`src/pbc_pkg.sv`:
```
// Constants and carrier types for the expansion bus control block.
// Assumes a single core clock and active-low bus pins sampled via synchronisers.
package pbc_pkg;

  // ---------------------------------------------
  // Bus commands and timing
  // ---------------------------------------------
  localparam logic [3:0] PBC_CMD_IO_READ    = 4'h2;
  localparam logic [3:0] PBC_CMD_IO_WRITE   = 4'h3;
  localparam int         PBC_DEVSEL_TICKS   = 6;
  localparam int         PBC_CNT_W          = 3;
  localparam int         PBC_IRQ_SRC        = 4;
  localparam logic       PBC_TX_DATA_ENABLE_RST      = 1'b1;

  // ---------------------------------------------
  // State machines
  // ---------------------------------------------
  typedef enum logic [3:0] {
    PBC_M_IDLE = 4'b0001,
    PBC_M_ADDR = 4'b0010,
    PBC_M_WAIT = 4'b0100,
    PBC_M_DATA = 4'b1000
  } pbc_mst_e;

  typedef enum logic [1:0] {
    PBC_T_IDLE  = 2'b01,
    PBC_T_CLAIM = 2'b10
  } pbc_tgt_e;

  // Bus pin levels as seen on the input side
  typedef struct packed {
    logic        frame_n;
    logic        irdy_n;
    logic        trdy_n;
    logic        stop_n;
    logic        devsel_n;
    logic        idsel;
    logic        gnt_n;
    logic        par;
    logic [3:0]  cbe_n;
    logic [31:0] ad;
  } pbc_bus_in_s;

endpackage

```
`src/pbc_ctrl.sv`:
```
// Bus control sequencer: arbitration, master and target handshakes,
// parity and system error signalling and the interrupt request pin.
// Assumes the bus pins arrive unsynchronised; the wire level is resolved outside.
module pbc_ctrl
  import pbc_pkg::*;
#(
  parameter int DEVSEL_TICKS = pbc_pkg::PBC_DEVSEL_TICKS,
  parameter int IRQ_SRC      = pbc_pkg::PBC_IRQ_SRC
) (
  input  wire logic                       core_clk_in,
  input  wire logic                       reset_n_in,
  input  wire pbc_pkg::pbc_bus_in_s       bus_in,
  input  wire logic                       clk_div2_in,
  input  wire logic                       mst_need_in,
  input  wire logic [31:0]                mst_addr_in,
  input  wire logic [3:0]                 mst_cmd_in,
  input  wire logic                       cfg_stop_in,
  input  wire logic                       fatal_err_in,
  input  wire logic [IRQ_SRC-1:0]         irq_src_in,
  input  wire logic [IRQ_SRC:0]           irq_mask_in,
  input  wire logic [IRQ_SRC:0]           irq_ack_in,
  input  wire logic                       tx_data_enable_in,
  output logic                            req_n_out,
  output logic                            req_oe_out,
  output logic                            frame_n_out,
  output logic                            frame_oe_out,
  output logic                            irdy_n_out,
  output logic                            irdy_oe_out,
  output logic [31:0]                     ad_out,
  output logic [3:0]                      cbe_n_out,
  output logic                            ad_oe_out,
  output logic                            devsel_n_out,
  output logic                            trdy_n_out,
  output logic                            stop_n_out,
  output logic                            tgt_oe_out,
  output logic                            perr_n_out,
  output logic                            perr_oe_out,
  output logic                            serr_oe_out,
  output logic                            inta_oe_out,
  output logic                            mst_done_out,
  output logic                            mst_abort_out,
  output logic                            cfg_access_out,
  output logic                            cfg_write_out,
  output logic                            tx_data_enable_out
);
  import pbc_pkg::*;
  // ---------------------------------------------
  // Input synchronisers and bus tick
  // ---------------------------------------------
  pbc_bus_in_s sync1_q, bus_q, prev_q;
  logic        tick_q, half_q;
  always_ff @(posedge core_clk_in or negedge reset_n_in)
    if (!reset_n_in)
    begin
      sync1_q <= '1;
      bus_q   <= '1;
      prev_q  <= '1;
    end
    else
    begin
      sync1_q <= bus_in;
      bus_q   <= sync1_q;
      if (tick_q)
        prev_q <= bus_q;
    end
  // Half rate alternates the tick so every bus step spans two clocks
  always_ff @(posedge core_clk_in or negedge reset_n_in)
    if (!reset_n_in)
    begin
      half_q <= 1'b0;
      tick_q <= 1'b0;
    end
    else
    begin
      half_q <= ~half_q;
      tick_q <= clk_div2_in ? half_q : 1'b1;
    end
  wire addr_phase = tick_q && !bus_q.frame_n && prev_q.frame_n;
  wire data_done  = !bus_q.irdy_n && !bus_q.trdy_n;
  wire bus_idle   = bus_q.frame_n && bus_q.irdy_n;

  // ---------------------------------------------
  // Master sequencer
  // ---------------------------------------------
  pbc_mst_e               mst_q;
  pbc_mst_e               mst_d;
  logic [PBC_CNT_W-1:0]   wait_q;
  wire mst_start = tick_q && mst_need_in && !bus_q.gnt_n && bus_idle;
  wire devsel_in = !bus_q.devsel_n;
  wire timeout   = wait_q == PBC_CNT_W'(DEVSEL_TICKS);
  wire mst_end   = tick_q && (data_done || !bus_q.stop_n);
  wire abort_now = tick_q && (mst_q == PBC_M_WAIT) && !devsel_in && timeout;
  always_comb
  begin
    mst_d = mst_q;
    unique case (mst_q)
      PBC_M_IDLE: if (mst_start) mst_d = PBC_M_ADDR;
      PBC_M_ADDR: if (tick_q) mst_d = PBC_M_WAIT;
      PBC_M_WAIT:
        if (tick_q && devsel_in)
          mst_d = PBC_M_DATA;
        else if (abort_now)
          mst_d = PBC_M_IDLE;
      PBC_M_DATA: if (mst_end) mst_d = PBC_M_IDLE;
      default:    mst_d = PBC_M_IDLE;
    endcase
  end
  always_ff @(posedge core_clk_in or negedge reset_n_in)
    if (!reset_n_in)
    begin
      mst_q  <= PBC_M_IDLE;
      wait_q <= '0;
    end
    else
    begin
      mst_q <= mst_d;
      if (mst_q != PBC_M_WAIT)
        wait_q <= '0;
      else if (tick_q && !timeout)
        wait_q <= wait_q + 1'b1;
    end
  // Single data phase: frame goes high as irdy comes on
  always_ff @(posedge core_clk_in or negedge reset_n_in)
    if (!reset_n_in)
    begin
      req_n_out     <= 1'b1;
      req_oe_out    <= 1'b0;
      frame_n_out   <= 1'b1;
      frame_oe_out  <= 1'b0;
      irdy_n_out    <= 1'b1;
      irdy_oe_out   <= 1'b0;
      ad_out        <= '0;
      cbe_n_out     <= '1;
      ad_oe_out     <= 1'b0;
      mst_done_out  <= 1'b0;
      mst_abort_out <= 1'b0;
    end
    else
    begin
      req_oe_out    <= 1'b1;
      req_n_out     <= !(mst_need_in && mst_d != PBC_M_DATA);
      frame_n_out   <= mst_d != PBC_M_ADDR;
      frame_oe_out  <= mst_d != PBC_M_IDLE;
      irdy_n_out    <= !(mst_d == PBC_M_WAIT || mst_d == PBC_M_DATA);
      irdy_oe_out   <= mst_d != PBC_M_IDLE;
      ad_out        <= mst_addr_in;
      cbe_n_out     <= mst_cmd_in;
      ad_oe_out     <= mst_d == PBC_M_ADDR;
      mst_done_out  <= (mst_q == PBC_M_DATA) && mst_end;
      mst_abort_out <= abort_now;
    end

  // ---------------------------------------------
  // Target sequencer for config accesses
  // ---------------------------------------------
  pbc_tgt_e tgt_q;
  logic     stop_q;
  wire cmd_io   = (bus_q.cbe_n == PBC_CMD_IO_READ) || (bus_q.cbe_n == PBC_CMD_IO_WRITE);
  wire cfg_hit  = addr_phase && bus_q.idsel && cmd_io && mst_q == PBC_M_IDLE;
  wire tgt_exit = tick_q && (stop_q ? bus_q.frame_n : data_done);
  always_ff @(posedge core_clk_in or negedge reset_n_in)
    if (!reset_n_in)
    begin
      tgt_q          <= PBC_T_IDLE;
      stop_q         <= 1'b0;
      cfg_access_out <= 1'b0;
      cfg_write_out  <= 1'b0;
    end
    else
    begin
      cfg_access_out <= cfg_hit;
      if (cfg_hit)
        cfg_write_out <= bus_q.cbe_n == PBC_CMD_IO_WRITE;
      unique case (tgt_q)
        PBC_T_IDLE:
          if (cfg_hit)
          begin
            tgt_q  <= PBC_T_CLAIM;
            stop_q <= cfg_stop_in;
          end
        PBC_T_CLAIM:
          if (tgt_exit)
          begin
            tgt_q  <= PBC_T_IDLE;
            stop_q <= 1'b0;
          end
          else if (cfg_stop_in)
            stop_q <= 1'b1;
        default: tgt_q <= PBC_T_IDLE;
      endcase
    end
  // Driven values mirror the state one clock later
  always_ff @(posedge core_clk_in or negedge reset_n_in)
    if (!reset_n_in)
    begin
      devsel_n_out <= 1'b1;
      trdy_n_out   <= 1'b1;
      stop_n_out   <= 1'b1;
      tgt_oe_out   <= 1'b0;
    end
    else
    begin
      devsel_n_out <= tgt_q != PBC_T_CLAIM;
      trdy_n_out   <= !(tgt_q == PBC_T_CLAIM && !stop_q);
      stop_n_out   <= !stop_q;
      tgt_oe_out   <= tgt_q == PBC_T_CLAIM;
    end

  // ---------------------------------------------
  // Parity and system error
  // ---------------------------------------------
  logic par_calc_q, par_arm_q, chk_arm_q;
  always_ff @(posedge core_clk_in or negedge reset_n_in)
    if (!reset_n_in)
    begin
      par_calc_q  <= 1'b0;
      par_arm_q   <= 1'b0;
      chk_arm_q   <= 1'b0;
      perr_n_out  <= 1'b1;
      perr_oe_out <= 1'b0;
      serr_oe_out <= 1'b0;
    end
    else
    begin
      if (tick_q)
      begin
        par_calc_q <= ^{bus_q.ad, bus_q.cbe_n};
        par_arm_q  <= !bus_q.frame_n || !bus_q.irdy_n;
        chk_arm_q  <= par_arm_q && (par_calc_q != bus_q.par);
        perr_n_out <= !chk_arm_q;
      end
      perr_oe_out <= tgt_q == PBC_T_CLAIM || mst_q != PBC_M_IDLE || !perr_n_out;
      serr_oe_out <= fatal_err_in;
    end

  // ---------------------------------------------
  // Interrupt status and pin
  // ---------------------------------------------
  logic [IRQ_SRC:0] irq_stat_q;
  wire  [IRQ_SRC:0] irq_set = {mst_abort_out, irq_src_in};
  // Set beats acknowledge in the same cycle so no event is lost
  always_ff @(posedge core_clk_in or negedge reset_n_in)
    if (!reset_n_in)
    begin
      irq_stat_q         <= '0;
      inta_oe_out        <= 1'b0;
      tx_data_enable_out <= PBC_TX_DATA_ENABLE_RST;
    end
    else
    begin
      irq_stat_q         <= (irq_stat_q & ~irq_ack_in) | irq_set;
      inta_oe_out        <= |(irq_stat_q & ~irq_mask_in);
      tx_data_enable_out <= tx_data_enable_in;
    end

  // ---------------------------------------------
  // Checks
  // ---------------------------------------------
  abort_bound_a: assert property (@(posedge core_clk_in) disable iff (!reset_n_in)
    mst_abort_out |-> $past(wait_q) == PBC_CNT_W'(DEVSEL_TICKS) && $past(mst_q) == PBC_M_WAIT)
    else $error("master abort before the device select limit");
  abort_irq_a: assert property (@(posedge core_clk_in) disable iff (!reset_n_in)
    mst_abort_out |=> irq_stat_q[IRQ_SRC]) else $error("master abort did not set its interrupt status");
  cfg_claim_a: assert property (@(posedge core_clk_in) disable iff (!reset_n_in)
    cfg_hit |=> ##1 !devsel_n_out && tgt_oe_out) else $error("config access not claimed");
  stop_hold_a: assert property (@(posedge core_clk_in) disable iff (!reset_n_in)
    (stop_q && tgt_q == PBC_T_CLAIM && !bus_q.frame_n) |=> stop_q) else $error("stop dropped early");
  start_idle_a: assert property (@(posedge core_clk_in) disable iff (!reset_n_in)
    (mst_q == PBC_M_IDLE && mst_d == PBC_M_ADDR) |-> bus_q.frame_n && !bus_q.gnt_n)
    else $error("master started on a busy bus");
  perr_delay_a: assert property (@(posedge core_clk_in) disable iff (!reset_n_in)
    (tick_q && chk_arm_q) |=> !perr_n_out) else $error("parity error not flagged");
  irq_pin_a: assert property (@(posedge core_clk_in) disable iff (!reset_n_in)
    (|(irq_stat_q & ~irq_mask_in)) |=> inta_oe_out) else $error("unmasked status without interrupt pin");
  irq_sticky_a: assert property (@(posedge core_clk_in) disable iff (!reset_n_in)
    (irq_stat_q[0] && !irq_ack_in[0]) |=> irq_stat_q[0]) else $error("status cleared without acknowledge");
  serr_edge_a: assert property (@(posedge core_clk_in) disable iff (!reset_n_in)
    fatal_err_in |=> serr_oe_out) else $error("fatal error not reported");
  req_need_a: assert property (@(posedge core_clk_in) disable iff (!reset_n_in)
    (mst_need_in && mst_q == PBC_M_IDLE) |=> !req_n_out) else $error("bus request missing");
endmodule // pbc_ctrl

```
`config.mk`:
```
export PLATFORM = sky130hd
export DESIGN_NAME = pbc_ctrl
export DESIGN_NICKNAME = d
export VERILOG_FILES = /design/src/pbc_pkg.sv /design/src/pbc_ctrl.sv
export SDC_FILE = /design/constraint.sdc
export NUM_CORES = 1
export LEC_CHECK = 0
export ABC_AREA = 0
export BUFFER_PORTS_ARGS = -buffer_cell sky130_fd_sc_hd__buf_2
export CORE_MARGIN = 5
export CORE_UTILIZATION = 35
export DETAILED_ROUTE_END_ITERATION = 16
export PLACE_DENSITY = 0.6
export RECOVER_POWER = 50
export SLEW_MARGIN = 20
export SYNTH_ARGS = -nofsm -noshare
export SYNTH_HDL_FRONTEND = slang
export SYNTH_SLANG_ARGS = --single-unit
```
`constraint.sdc`:
```
create_clock -name core_clk_in -period 3.2 [get_ports core_clk_in]
set_clock_uncertainty 0.2 [all_clocks]
set_input_delay 0.16 -clock core_clk_in [delete_from_list [all_inputs] [get_ports core_clk_in]]
set_output_delay 0.16 -clock core_clk_in [all_outputs]
set_load 0.01 [all_outputs]
```
* Yosys cells after proc, flatten, opt, wreduce, memory -nomap -nowiden
Cells that the tools add are included.
** Word-level totals
- Logic and storage cells :: 144
- Output and inout bits :: 56
- Register bits :: 164
** Cells by class
- Multiplexer cells :: 17
- Equal/unequal tests :: 22
- Add/subtract/negate cells :: 1
- Reduce and logical (&&, ||, !) cells :: 46
- Bitwise logic cells :: 6
** Operator list (count)
- $reduce_xor A36 Y1 :: 1
- $logic_and A1 B1 Y1 :: 21
- $mux W4 :: 5
- $eq A4 B2 Y1 const B :: 4
- $pmux W4 S4 :: 1
- $logic_not A1 Y1 :: 13
- $and A5 B5 Y5 :: 2
- $not A5 Y5 :: 2
- $eq A4 B3 Y1 const B :: 2
- $eq A4 B4 Y1 const B :: 2
- $ne A4 B1 Y1 const B :: 2
- $logic_or A1 B1 Y1 :: 6
- $mux W3 :: 2
- $ne A2 B2 Y1 const B :: 3
- $mux W1 :: 5
- $or A5 B5 Y5 :: 1
- $reduce_or A5 Y1 :: 1
- $eq A4 B1 Y1 const B :: 1
- $mux W2 :: 2
- $ne A4 B2 Y1 const B :: 1
- $ne A4 B3 Y1 const B :: 1
- $ne A4 B4 Y1 const B :: 1
- $pmux W2 S2 :: 1
- $reduce_bool A2 Y1 :: 2
- other kinds (10) :: 10

* Depth between registers and ports, before layout
Gate-level depths: netlist of run 1.
- Depth in word-level cells :: 10
- Gate-level depth with buffers :: 8

* Worst setup path before layout of run 1
Ideal clock, no wire load.
- Kind :: register to register
- Start point :: register bus_q[32] (netlist name)
- End point :: register par_calc_q
- Library setup time :: 0.125 ns
- Stages on the path, launching flop included :: 9
- Arrival :: 1.999 ns
- Required time :: 2.875 ns
- Buffers on the path :: 0
- Path slack :: 0.876 ns
- Period minus slack after synthesis :: 2.324 ns
- Path through :: dfstp_2 -> inv_1 -> ha_1 -> xnor2_1 -> xnor2_1 -> xnor2_1 -> xnor3_1 -> xnor2_1 -> mux2_4
** Between the ends
- Word-level cells in the longest chain between the ends :: 1
** Ends and longest elaborated chain
- start: declaration :: line pbc_ctrl.sv:50 : pbc_bus_in_s sync1_q, bus_q, prev_q;
- start signal: assignment :: line pbc_ctrl.sv:62 : bus_q <= sync1_q;
- $reduce_xor A36 Y1 :: line pbc_ctrl.sv:227 : par_calc_q <= ^{bus_q.ad, bus_q.cbe_n};
- end signal: assignment :: line pbc_ctrl.sv:227
- end: declaration :: line pbc_ctrl.sv:212 : logic par_calc_q, par_arm_q, chk_arm_q;
Every way passes these cells.
A chain may end at the register's enable or synchronous reset.

* Worst setup path in the final report of run 1
- Start point :: register tick_q
- End point :: register stop_q
** Between the ends
- Word-level cells in the longest chain between the ends :: 7
** Ends and longest elaborated chain
- start: declaration :: line pbc_ctrl.sv:51 : logic tick_q, half_q;
- start signal: assignment :: line pbc_ctrl.sv:76 : tick_q <= clk_div2_in ? half_q : 1'b1;
- $logic_and A1 B1 Y1 (2 in series) :: line pbc_ctrl.sv:78 : wire addr_phase = tick_q && !bus_q.frame_n && prev_q.frame_n;
- $logic_and A1 B1 Y1 (3 in series) :: line pbc_ctrl.sv:159 : wire cfg_hit = addr_phase && bus_q.idsel && cmd_io && mst_q == PBC_M_IDLE;
- $ne A2 B2 Y1 (no line)
- $reduce_and A3 Y1 (no line)
- end signal: assignment :: line pbc_ctrl.sv:179 : stop_q <= cfg_stop_in;
- end: declaration :: line pbc_ctrl.sv:157 : logic stop_q;
Several ways; a longest one is shown, not always the timed one.

==> out/qor.txt, run 1 <==
Design area - 7760 um2
Share of power burned in registers - 0.483
Grt total ovfl - 0
CP Class - flip-flop to flip-flop
Root buf cell - clkbuf_16
Synth area leader - dfstp_2
Vias in the first global route - 3,774
Final hold vios - 0
Seq cells post-synth - 164
P_leak - 3.54 nW
MaxCap Viol Count - 1
First-pass GRT wire length - 18.1 mm
Post-synth EDFFs - 0
# diodes - 0
CP endpoint kind - flip-flop
Initial antenna violation count - 0
Peak VDD IR - 0.520 mV
Dominant cells by area after synthesis - dfstp_2, dfrtp_1, xnor2_1, inv_1, ha_1
WP data required - 3.29 ns
Slew Limit Fails - 86
Internal power - 0.00365 W
Status - complete, but fails checks
Pwr Total - 0.00473 W
Placed Cells - 648
Clock Sinks - 164
Slew @ Worst Pin - 2.07 ns
WL per Instance - 13.4 um
Mapped Cells - 309
Hold Path Class - flip-flop to flip-flop
Synth cell types - 42
Seq/Total Area, Yosys - 0.817
Primary FF master, synth - dfstp_2
Io pins - 157
Failing checks - max-capacitance violations, max-slew violations
Final HPWL DP - 6.37 mm
Share of layout cells above drive strength 1 - 0.492
Largest net degree at the start of global routing - 87
Fillers - 1,204
Unrepaired setup endpoints after global routing - false
Synthesized area - 5180 um2
Remaining antenna violation count after routing - 0
Die Ht - 132 um
Non-Filler Instances - 777
Routed vias - 3,270
Final worst-path cycle share - 0.784
CTS tree - yes
Pre-Repair DR Iteration Count - 4
IO Port Bufs - 156
Synth Net Count - 415
Count leader, synth - dfstp_2
GRT Total Usage - 0.130
Post-synth top area share - 0.523
Worst-path clk slew - 0.06 ns
Slew margin rel. - -0.382
Critical path fanouts, max - 21
Power per Cell Area - 610 nW/um2
Dpl cell area - 6210 um2
Peak Freq - 398 MHz
Nets - 686
Number of setup violations in the final report - 0
Clock Power Share - 0.418
Area delta synth->final - 49.9%
Yosys Warn Count - 0
NetSw - 0.00108 W
Initial core utilization - 0.356
Worst setup SP type - flip-flop
Critical path arrival - 2.60 ns
Placer Congestion - 0.718
Net Sw Frac - 0.229
Core area - 14,500 um2
H-tree depth - 4
Maximum clock insertion buffer count - 2
Post-synthesis async set-or-reset flop share - 1.00
CP Cell Sequence - clkbuf_1 > nor2b_1 > o21ai_0 > nor3_1 > nand3b_1 > a21oi_1 > a311oi_1
FP Rows - 44
Slowest CP cell - clkbuf_1
Final WL - 10.4 mm
Avg Cell Area, Syn - 16.8 um2
Worst skew pair latency - 0.42 ns
Routed vias/inst - 4.21
Iter 0 DRT Violations - 73
# DRC - 0
Full die area - 17,300 um2
Die width - 132 um
Setup TNS Final - 0 ns
Crit-path max cell delay - 0.70 ns
Logic pwr share - 0.099
Number of CTS-inserted buffers - 17
Commonest cells in the synthesized netlist - dfstp_2, dfrtp_1, xnor2_1, inv_1, nand2_1
PostCTS Resize Cnt - 0
Final min period - 2.51 ns
==> repair_timing <==
| action | 4_1_cts | 5_1_grt |
|---|---|---|
| hold buffers | 97 | 0 |
| endpoints found under the hold margin | 118 | 0 |
| setup buffers | 0 | 0 |
==> kinds of logic after synthesis <==
| group | count (synthesis) | share of synthesized area |
|---|---|---|
| AND/OR/NAND/NOR | 53 | 0.0519 |
| multiplexers | 2 | 0.00507 |
| buffers and inverters | 25 | 0.0191 |
| XOR/XNOR | 34 | 0.0616 |
| other | 1 | 0.000724 |
| AO/OA/AOI/OAI | 25 | 0.0321 |
| flip-flops | 164 | 0.817 |
| adder cells (fa/ha/maj) | 5 | 0.0121 |
==> sequential cells by signal, indices dropped and copies added (netlist names), 2 cells and up <==
register	count
sync1_q	44
wait_q	3
mst_q	4
ad_out	32
tgt_q	2
bus_q	44
irq_stat_q	5
cbe_n_out	4
==> placed cells by master (no fill, tap or decap), types with 7 or more instances in the layout <==
master         netlist  routed
clkbuf_16            0      18
dfstp_2            103     102
clkbuf_1             1       7
xnor2_1             28      28
dfrtp_1             61      61
inv_1               20      20
nand2_1             13      13
nor2_1              12      12
nor3_1               8       8
buf_2                1     149
dlygate4sd3_1        0      97
==> final cells by class <==
| cell class | instances | area (um2) | share of cell area |
|---|---|---|---|
| flip-flops and latches | 164 | 4230 | 0.545 |
| repair buffers | 256 | 1780 | 0.229 |
| multi-input cells | 120 | 847 | 0.109 |
| clock buffers | 21 | 492 | 0.0633 |
| well taps | 184 | 230 | 0.0297 |
| clock inverters | 11 | 108 | 0.0139 |
| inverters | 21 | 78.8 | 0.0102 |
==> per-stage QoR <==
stage	setup slack, ns	util	hold slack, ns
3_5_place_dp	0.755	0.427	0.0608
6_report	0.690	0.534	0.151
4_1_cts	0.736	0.535	0.149
5_1_grt	0.414	0.534	0.151
3_3_place_gp	0.808	0.427	0.0519
2_1_floorplan	0.876	-	-0.336
==> worst max-delay path, delay by kind of cell (launching register included) <==
| kind | cells | cell delay (ns) |
|---|---|---|
| simple gates | 3 | 0.81 |
| buf+inv | 1 | 0.70 |
| compound gates | 3 | 0.35 |
| flops | 1 | 0.32 |
==> power groups by stage <==
| stage | logic, W | registers [W] | clock network [W] |
|---|---|---|---|
| after floorplan | 0.000190 | 0.00233 | 0 |
| after global placement | 0.000376 | 0.00232 | 0 |
| after detailed placement | 0.000384 | 0.00232 | 0 |
| after CTS | 0.000477 | 0.00229 | 0.00205 |
| after global routing | 0.000520 | 0.00230 | 0.00214 |
| final | 0.000467 | 0.00229 | 0.00198 |
==> path summary, 6_finish.rpt <==
check / end / cells after the start / slack (ns) / start
max reg2reg: stop_q / 7 / 0.69 / tick_q
min in group asynchronous: ad_out[28] / 2 / 0.66 / reset_n_in
min: bus_q[29] / 0 / 0.15 / sync1_q[29]
max in group asynchronous: bus_q[2] / 3 / 0.86 / reset_n_in
max: stop_q / 7 / 0.69 / tick_q
min reg2reg: bus_q[29] / 0 / 0.15 / sync1_q[29]
==> routing by layer <==
layer	global-route usage	vias to the layer above	routed length [um]
li1	-	1537	-
met1	0.139	1585	4040
met2	0.222	130	5290
met3	0.0642	18	934
met4	0.0480	0	163
met5	0	-	0
Note: power is estimated with default switching activity, not from simulation.
==> inputs of run 2 (changes only) <==
==> constraint.sdc (replaced) <==
create_clock -name core_clk_in -period 2.4 [get_ports core_clk_in]
set_clock_uncertainty 0.2 [all_clocks]
set_input_delay 0.12 -clock core_clk_in [delete_from_list [all_inputs] [get_ports core_clk_in]]
set_output_delay 0.12 -clock core_clk_in [all_outputs]
set_load 0.01 [all_outputs]
==> out/qor.txt, run 2 (same netlist as run 1, synthesis figures left out) <==
Footprint of the multi-input gates - 855 um2 (was 847 um2)
Power per Cell Area - 822 nW/um2 (was 610 nW/um2)
CP Class - flip-flop to flip-flop (unchanged)
Maximum clock insertion buffer count - 2 (unchanged)
Internal power - 0.00494 W (was 0.00365 W)
Worst skew pair latency - 0.43 ns (was 0.42 ns)
Final WL - 10.5 mm (was 10.4 mm)
Placed Cells - 649 (was 648)
Slew margin rel. - 0.165 (was -0.382)
Final worst-path cycle share - 0.956 (was 0.784)
Initial core utilization - 0.356 (unchanged)
Net Sw Frac - 0.230 (was 0.229)
Most common cell after layout, fill and taps aside - buf_2 (unchanged)
First-pass GRT wire length - 17.5 mm (was 18.1 mm)
Remaining antenna violation count after routing - 0 (unchanged)
Post-CTS Setup Inserts - 0 (unchanged)
Worst setup SP type - flip-flop (unchanged)
Status - finished clean (was complete, but fails checks)
Share of power burned in registers - 0.476 (was 0.483)
IO Port Bufs - 156 (unchanged)
# DRC - 0 (unchanged)
Slew Limit Fails - 0 (was 86)
Design area - 7790 um2 (was 7760 um2)
Die width - 132 um (unchanged)
Iter 0 DRT Violations - 85 (was 73)
# diodes - 0 (unchanged)
P_leak - 3.56 nW (was 3.54 nW)
MaxCap Viol Count - 0 (was 1)
Full die area - 17,300 um2 (unchanged)
Worst-path clk slew - 0.07 ns (was 0.06 ns)
Commonest non-fill, non-tap cells in the layout - buf_2, dfstp_2, dlygate4sd3_1 (unchanged)
Non-Filler Instances - 778 (was 777)
NetSw - 0.00147 W (was 0.00108 W)
Root buf cell - clkbuf_16 (unchanged)
H-tree depth - 4 (unchanged)
Vias in the first global route - 3,684 (was 3,774)
Register Area - 4230 um2 (unchanged)
Largest net degree at the start of global routing - 61 (was 87)
Peak Freq - 436 MHz (was 398 MHz)
Placer Congestion - 0.708 (was 0.718)
Critical path fanouts, max - 2 (was 21)
Final hold vios - 0 (unchanged)
Share of layout cells above drive strength 1 - 0.493 (was 0.492)
FF-to-FF setup slack - 0.10 ns (was 0.69 ns)
Io pins - 157 (unchanged)
Grt total ovfl - 0 (unchanged)
Dpl cell area - 6230 um2 (was 6210 um2)
Area delta synth->final - 50.5% (was 49.9%)
CP endpoint kind - flip-flop (unchanged)
Routed vias/inst - 4.17 (was 4.21)
Core area - 14,500 um2 (unchanged)
Clock Sinks - 164 (unchanged)
Number of CTS-inserted buffers - 17 (unchanged)
FP Rows - 44 (unchanged)
Pwr Total - 0.00641 W (was 0.00473 W)
Fillers - 1,187 (was 1,204)
WP data required - 2.50 ns (was 3.29 ns)
Regs by FF count - bus_q: 44 flops, sync1_q: 44 flops, ad_out: 32 flops (unchanged)
Critical path arrival - 2.40 ns (was 2.60 ns)
Peak VDD IR - 0.544 mV (was 0.520 mV)
Die Ht - 132 um (unchanged)
Clock Power Share - 0.426 (was 0.418)
Final min period - 2.30 ns (was 2.51 ns)
GRT Total Usage - 0.128 (was 0.130)
CTS tree - yes (unchanged)
Logic pwr share - 0.098 (was 0.099)
Final HPWL DP - 6.42 mm (was 6.37 mm)
Initial antenna violation count - 0 (unchanged)
Unrepaired setup endpoints after global routing - false (unchanged)
Hold Path Class - input port to flip-flop (was flip-flop to flip-flop)
Nets - 687 (was 686)
Number of setup violations in the final report - 0 (unchanged)
Slew @ Worst Pin - 1.25 ns (was 2.07 ns)
WL per Instance - 13.4 um (about the same)
Pre-Repair DR Iteration Count - 4 (unchanged)
Routed vias - 3,247 (was 3,270)
Setup TNS Final - 0 ns (unchanged)
==> run 2: area by class of cell <==
class | count | area share
Inverter | 21 | 0.0101
Sequential cell | 164 | 0.543
Clock inverter | 14 | 0.0218
Tap cell | 184 | 0.0295
Timing Repair Buffer | 257 | 0.231
Multi-Input combinational cell | 120 | 0.110
Clock buffer | 18 | 0.0551
==> run 2: worst max-delay path: stages, from the launching register on <==
cell	delay (ns)
dfstp_2	0.53
inv_1	0.05
ha_1	0.32
xnor2_2	0.15
xnor2_1	0.16
xnor2_1	0.15
xnor3_1	0.24
xnor2_1	0.13
mux2_4	0.25
==> run 2: repair_timing <==
action / CTS / global route
hold buffers: 97 / 0
resized for setup: 1 / 0
hold endpoints to repair: 200 / 0
endpoints found under the setup margin: 1 / 0
==> run 2: power groups by stage <==
stage | Clock (W) | Combinational, W | Sequential (W)
floorplan | 0 | 0.000253 | 0.00311
global placement | 0 | 0.000501 | 0.00309
detailed placement | 0 | 0.000512 | 0.00310
CTS | 0.00282 | 0.000638 | 0.00305
global route | 0.00292 | 0.000693 | 0.00307
finish | 0.00273 | 0.000627 | 0.00305
==> run 2: final timing paths <==
check,end,cells past startpoint,startpoint
min,serr_oe_out,2,fatal_err_in
max reg2reg,par_calc_q,8,bus_q[32]
min reg2reg,bus_q[38],0,sync1_q[38]
min in group asynchronous,ad_out[17],2,reset_n_in
max in group asynchronous,mst_q[0],3,reset_n_in
max,par_calc_q,8,bus_q[32]
==> run 2: metal layers <==
layer / GRT usage / share of wire
met3: 0.0700 / 0.092
met4: 0.0514 / 0.020
met5: 0 / 0
met1: 0.134 / 0.38
met2: 0.213 / 0.51
==> run 2: metrics by stage <==
stage / setup slack, ns / hold WS, ns / utilization
floorplan: 0.0758 / -0.376 / -
finish: 0.105 / 0.128 / 0.536
global placement: 0.00625 / -0.108 / 0.429
detailed placement: -0.0246 / -0.104 / 0.429
CTS: 0.0943 / 0.000287 / 0.537
global route: 0.0165 / 0.108 / 0.536
==> inputs of run 3 (changes only) <==
--- a/config.mk
+++ b/config.mk
@@ -12,6 +12,7 @@
 export DETAILED_ROUTE_END_ITERATION = 16
 export PLACE_DENSITY = 0.6
 export RECOVER_POWER = 50
+export SETUP_SLACK_MARGIN = 0.2
 export SLEW_MARGIN = 20
 export SYNTH_ARGS = -nofsm -noshare
 export SYNTH_HDL_FRONTEND = slang
==> out/qor.txt, run 3 (same netlist as run 1, synthesis figures left out) <==
Status - complete, but fails checks (was finished clean)
Failing checks - max-capacitance violations, max-slew violations
Placed Cells - 650 (was 649)
Most used cell, CP - xnor2_1 (unchanged)
Final hold vios - 0 (unchanged)
Power per Cell Area - 824 nW/um2 (was 822 nW/um2)
Root buf cell - clkbuf_16 (unchanged)
Io pins - 157 (unchanged)
Vias in the first global route - 3,806 (was 3,684)
Crit-path max cell delay - 0.53 ns (about the same)
FP Rows - 44 (unchanged)
Peak Freq - 453 MHz (was 436 MHz)
Largest net degree at the start of global routing - 62 (was 61)
Core area - 14,500 um2 (unchanged)
Pre-Repair DR Iteration Count - 4 (unchanged)
First-pass GRT wire length - 18.3 mm (was 17.5 mm)
Initial antenna violation count - 0 (unchanged)
# diodes - 0 (unchanged)
Crit-path leading delay family - XOR/XNOR gates (unchanged)
Final min period - 2.21 ns (was 2.30 ns)
WL per Instance - 13.5 um (was 13.4 um)
P_leak - 3.58 nW (was 3.56 nW)
CP endpoint kind - flip-flop (unchanged)
WP data required - 2.51 ns (was 2.50 ns)
Nets - 689 (was 687)
Placer Congestion - 0.769 (was 0.708)
Worst setup SP type - flip-flop (unchanged)
Number of setup violations in the final report - 0 (unchanged)
Reg2Reg Depth - 8 (unchanged)
Grt total ovfl - 0 (unchanged)
Maximum clock insertion buffer count - 2 (unchanged)
Hold worst-path end - sync1_q[20] (was serr_oe_out)
Share of layout cells above drive strength 1 - 0.508 (was 0.493)
Final HPWL DP - 6.52 mm (was 6.42 mm)
Full die area - 17,300 um2 (unchanged)
Worst skew pair latency - 0.42 ns (was 0.43 ns)
Routed vias - 3,262 (was 3,247)
Hold_sp - bus_in[20] (was fatal_err_in)
Critical path arrival - 2.31 ns (was 2.40 ns)
GRT Total Usage - 0.132 (was 0.128)
MaxCap Viol Count - 1 (was 0)
Worst-path clk slew - 0.07 ns (about the same)
Area delta synth->final - 52.1% (was 50.5%)
Regs by FF count - bus_q: 44 flops, sync1_q: 44 flops, ad_out: 32 flops (unchanged)
Final WL - 10.6 mm (was 10.5 mm)
Clock Sinks - 164 (unchanged)
Slew Limit Fails - 60 (was 0)
Unrepaired setup endpoints after global routing - true (was false)
Hold Path Class - input port to flip-flop (unchanged)
CP Class - flip-flop to flip-flop (unchanged)
Remaining antenna violation count after routing - 0 (unchanged)
CP bufs+invs - 1 (unchanged)
Commonest non-fill, non-tap cells in the layout - buf_2, dfstp_2, dlygate4sd3_1 (unchanged)
Die width - 132 um (unchanged)
Pwr Total - 0.00649 W (was 0.00641 W)
Non-Filler Instances - 780 (was 778)
Peak VDD IR - 0.564 mV (was 0.544 mV)
R2r endpoint - par_calc_q (unchanged)
Critical path fanouts, max - 2 (unchanged)
IO Port Bufs - 156 (unchanged)
# DRC - 0 (unchanged)
Reg2Reg Launch Point - bus_q[32] (unchanged)
CTS tree - yes (unchanged)
Slew @ Worst Pin - 1.54 ns (was 1.25 ns)
Worst Hold Depth - 2 (unchanged)
FF-to-FF setup slack - 0.19 ns (was 0.10 ns)
Most common cell after layout, fill and taps aside - buf_2 (unchanged)
Final worst-path cycle share - 0.919 (was 0.956)
Die Ht - 132 um (unchanged)
Routed vias/inst - 4.18 (was 4.17)
H-tree depth - 4 (unchanged)
Number of CTS-inserted buffers - 17 (unchanged)
CP Cell Sequence - inv_2 > ha_4 > xnor2_4 > xnor2_2 > xnor2_1 > xnor3_1 > xnor2_1 > mux2_4 (was inv_1 > ha_1 > xnor2_2 > xnor2_1 > xnor2_1 > xnor3_1 > xnor2_1 > mux2_4)
Initial core utilization - 0.356 (unchanged)
Iter 0 DRT Violations - 112 (was 85)
Slowest CP cell - dfstp_2 (unchanged)
Setup TNS Final - 0 ns (unchanged)
Slew margin rel. - -0.0277 (was 0.165)
==> run 3: cell count changes in the layout (fill, tap and decap cells not counted), moves of 2 or more <==
cell      delta
clkinv_2     -2
clkbuf_1     -2
ha_1         -2
inv_2        +3
buf_2        +3
ha_4         +2
buf_4        +2
inv_1        -3
==> run 3: worst max path at each step <==
| stage | from | depth (start not counted) | slack (ns) | endpoint |
|---|---|---|---|---|
| after global routing | bus_q[34] | 8 | 0.11 | par_calc_q |
| after floorplan | bus_q[32] | 8 | 0.19 | par_calc_q |
| after detailed placement | bus_q[32] | 8 | 0.02 | par_calc_q |
| after global placement | bus_q[32] | 8 | 0.05 | par_calc_q |
| after CTS | bus_q[32] | 8 | 0.14 | par_calc_q |
| final | bus_q[32] | 8 | 0.19 | par_calc_q |
==> run 3: metrics by stage <==
step,cell area [um2],setup WS (ns),hold WS (ns),util
final,7880,0.194,0.136,0.542
after global routing,7880,0.110,0.108,0.542
after CTS,7880,0.137,0.0420,0.542
after detailed placement,6240,0.0243,-0.0649,0.429
after global placement,6240,0.0469,-0.0798,0.429
after floorplan,5180,0.191,-0.376,-
==> run 3: what timing repair did <==
item                                    in CTS  in global routing
hold endpoints to repair                   190                  0
endpoints found under the setup margin       1                  1
gates resized for setup                      7                  1
pin swaps                                    6                  4
hold buffers                                97                  0
buffers inserted                             0                  1
==> run 3: worst reg2reg max path: cells and delay by family (launching register included) <==
family | cells | cell delay [ns]
xor gates and xnor gates | 5 | 0.85
DFF | 1 | 0.53
muxes | 1 | 0.25
adders and majority gates | 1 | 0.23
buffers and inverters | 1 | 0.04
==> run 3: report_power, final <==
group	leakage (nW)	total, W	switching, W	internal, W
Combinational	1.46	0.000650	0.000260	0.000391
Sequential	1.82	0.00305	0.0000659	0.00299
Clock	0.302	0.00279	0.00113	0.00166
==> run 3: cell type report <==
type                       count  area (um2)
fill                        1195        6660
clock inverter                12         151
tap                          184         230
clock buffer                  20         468
timing repair buffer         259        1820
inverter                      21        78.8
multi-input combinational    120         898
sequential                   164        4230
==> run 3: routing by layer <==
metal,share of wire,track usage
met1,0.37,0.141
met2,0.52,0.228
met3,0.092,0.0627
met4,0.015,0.0503
met5,0,0
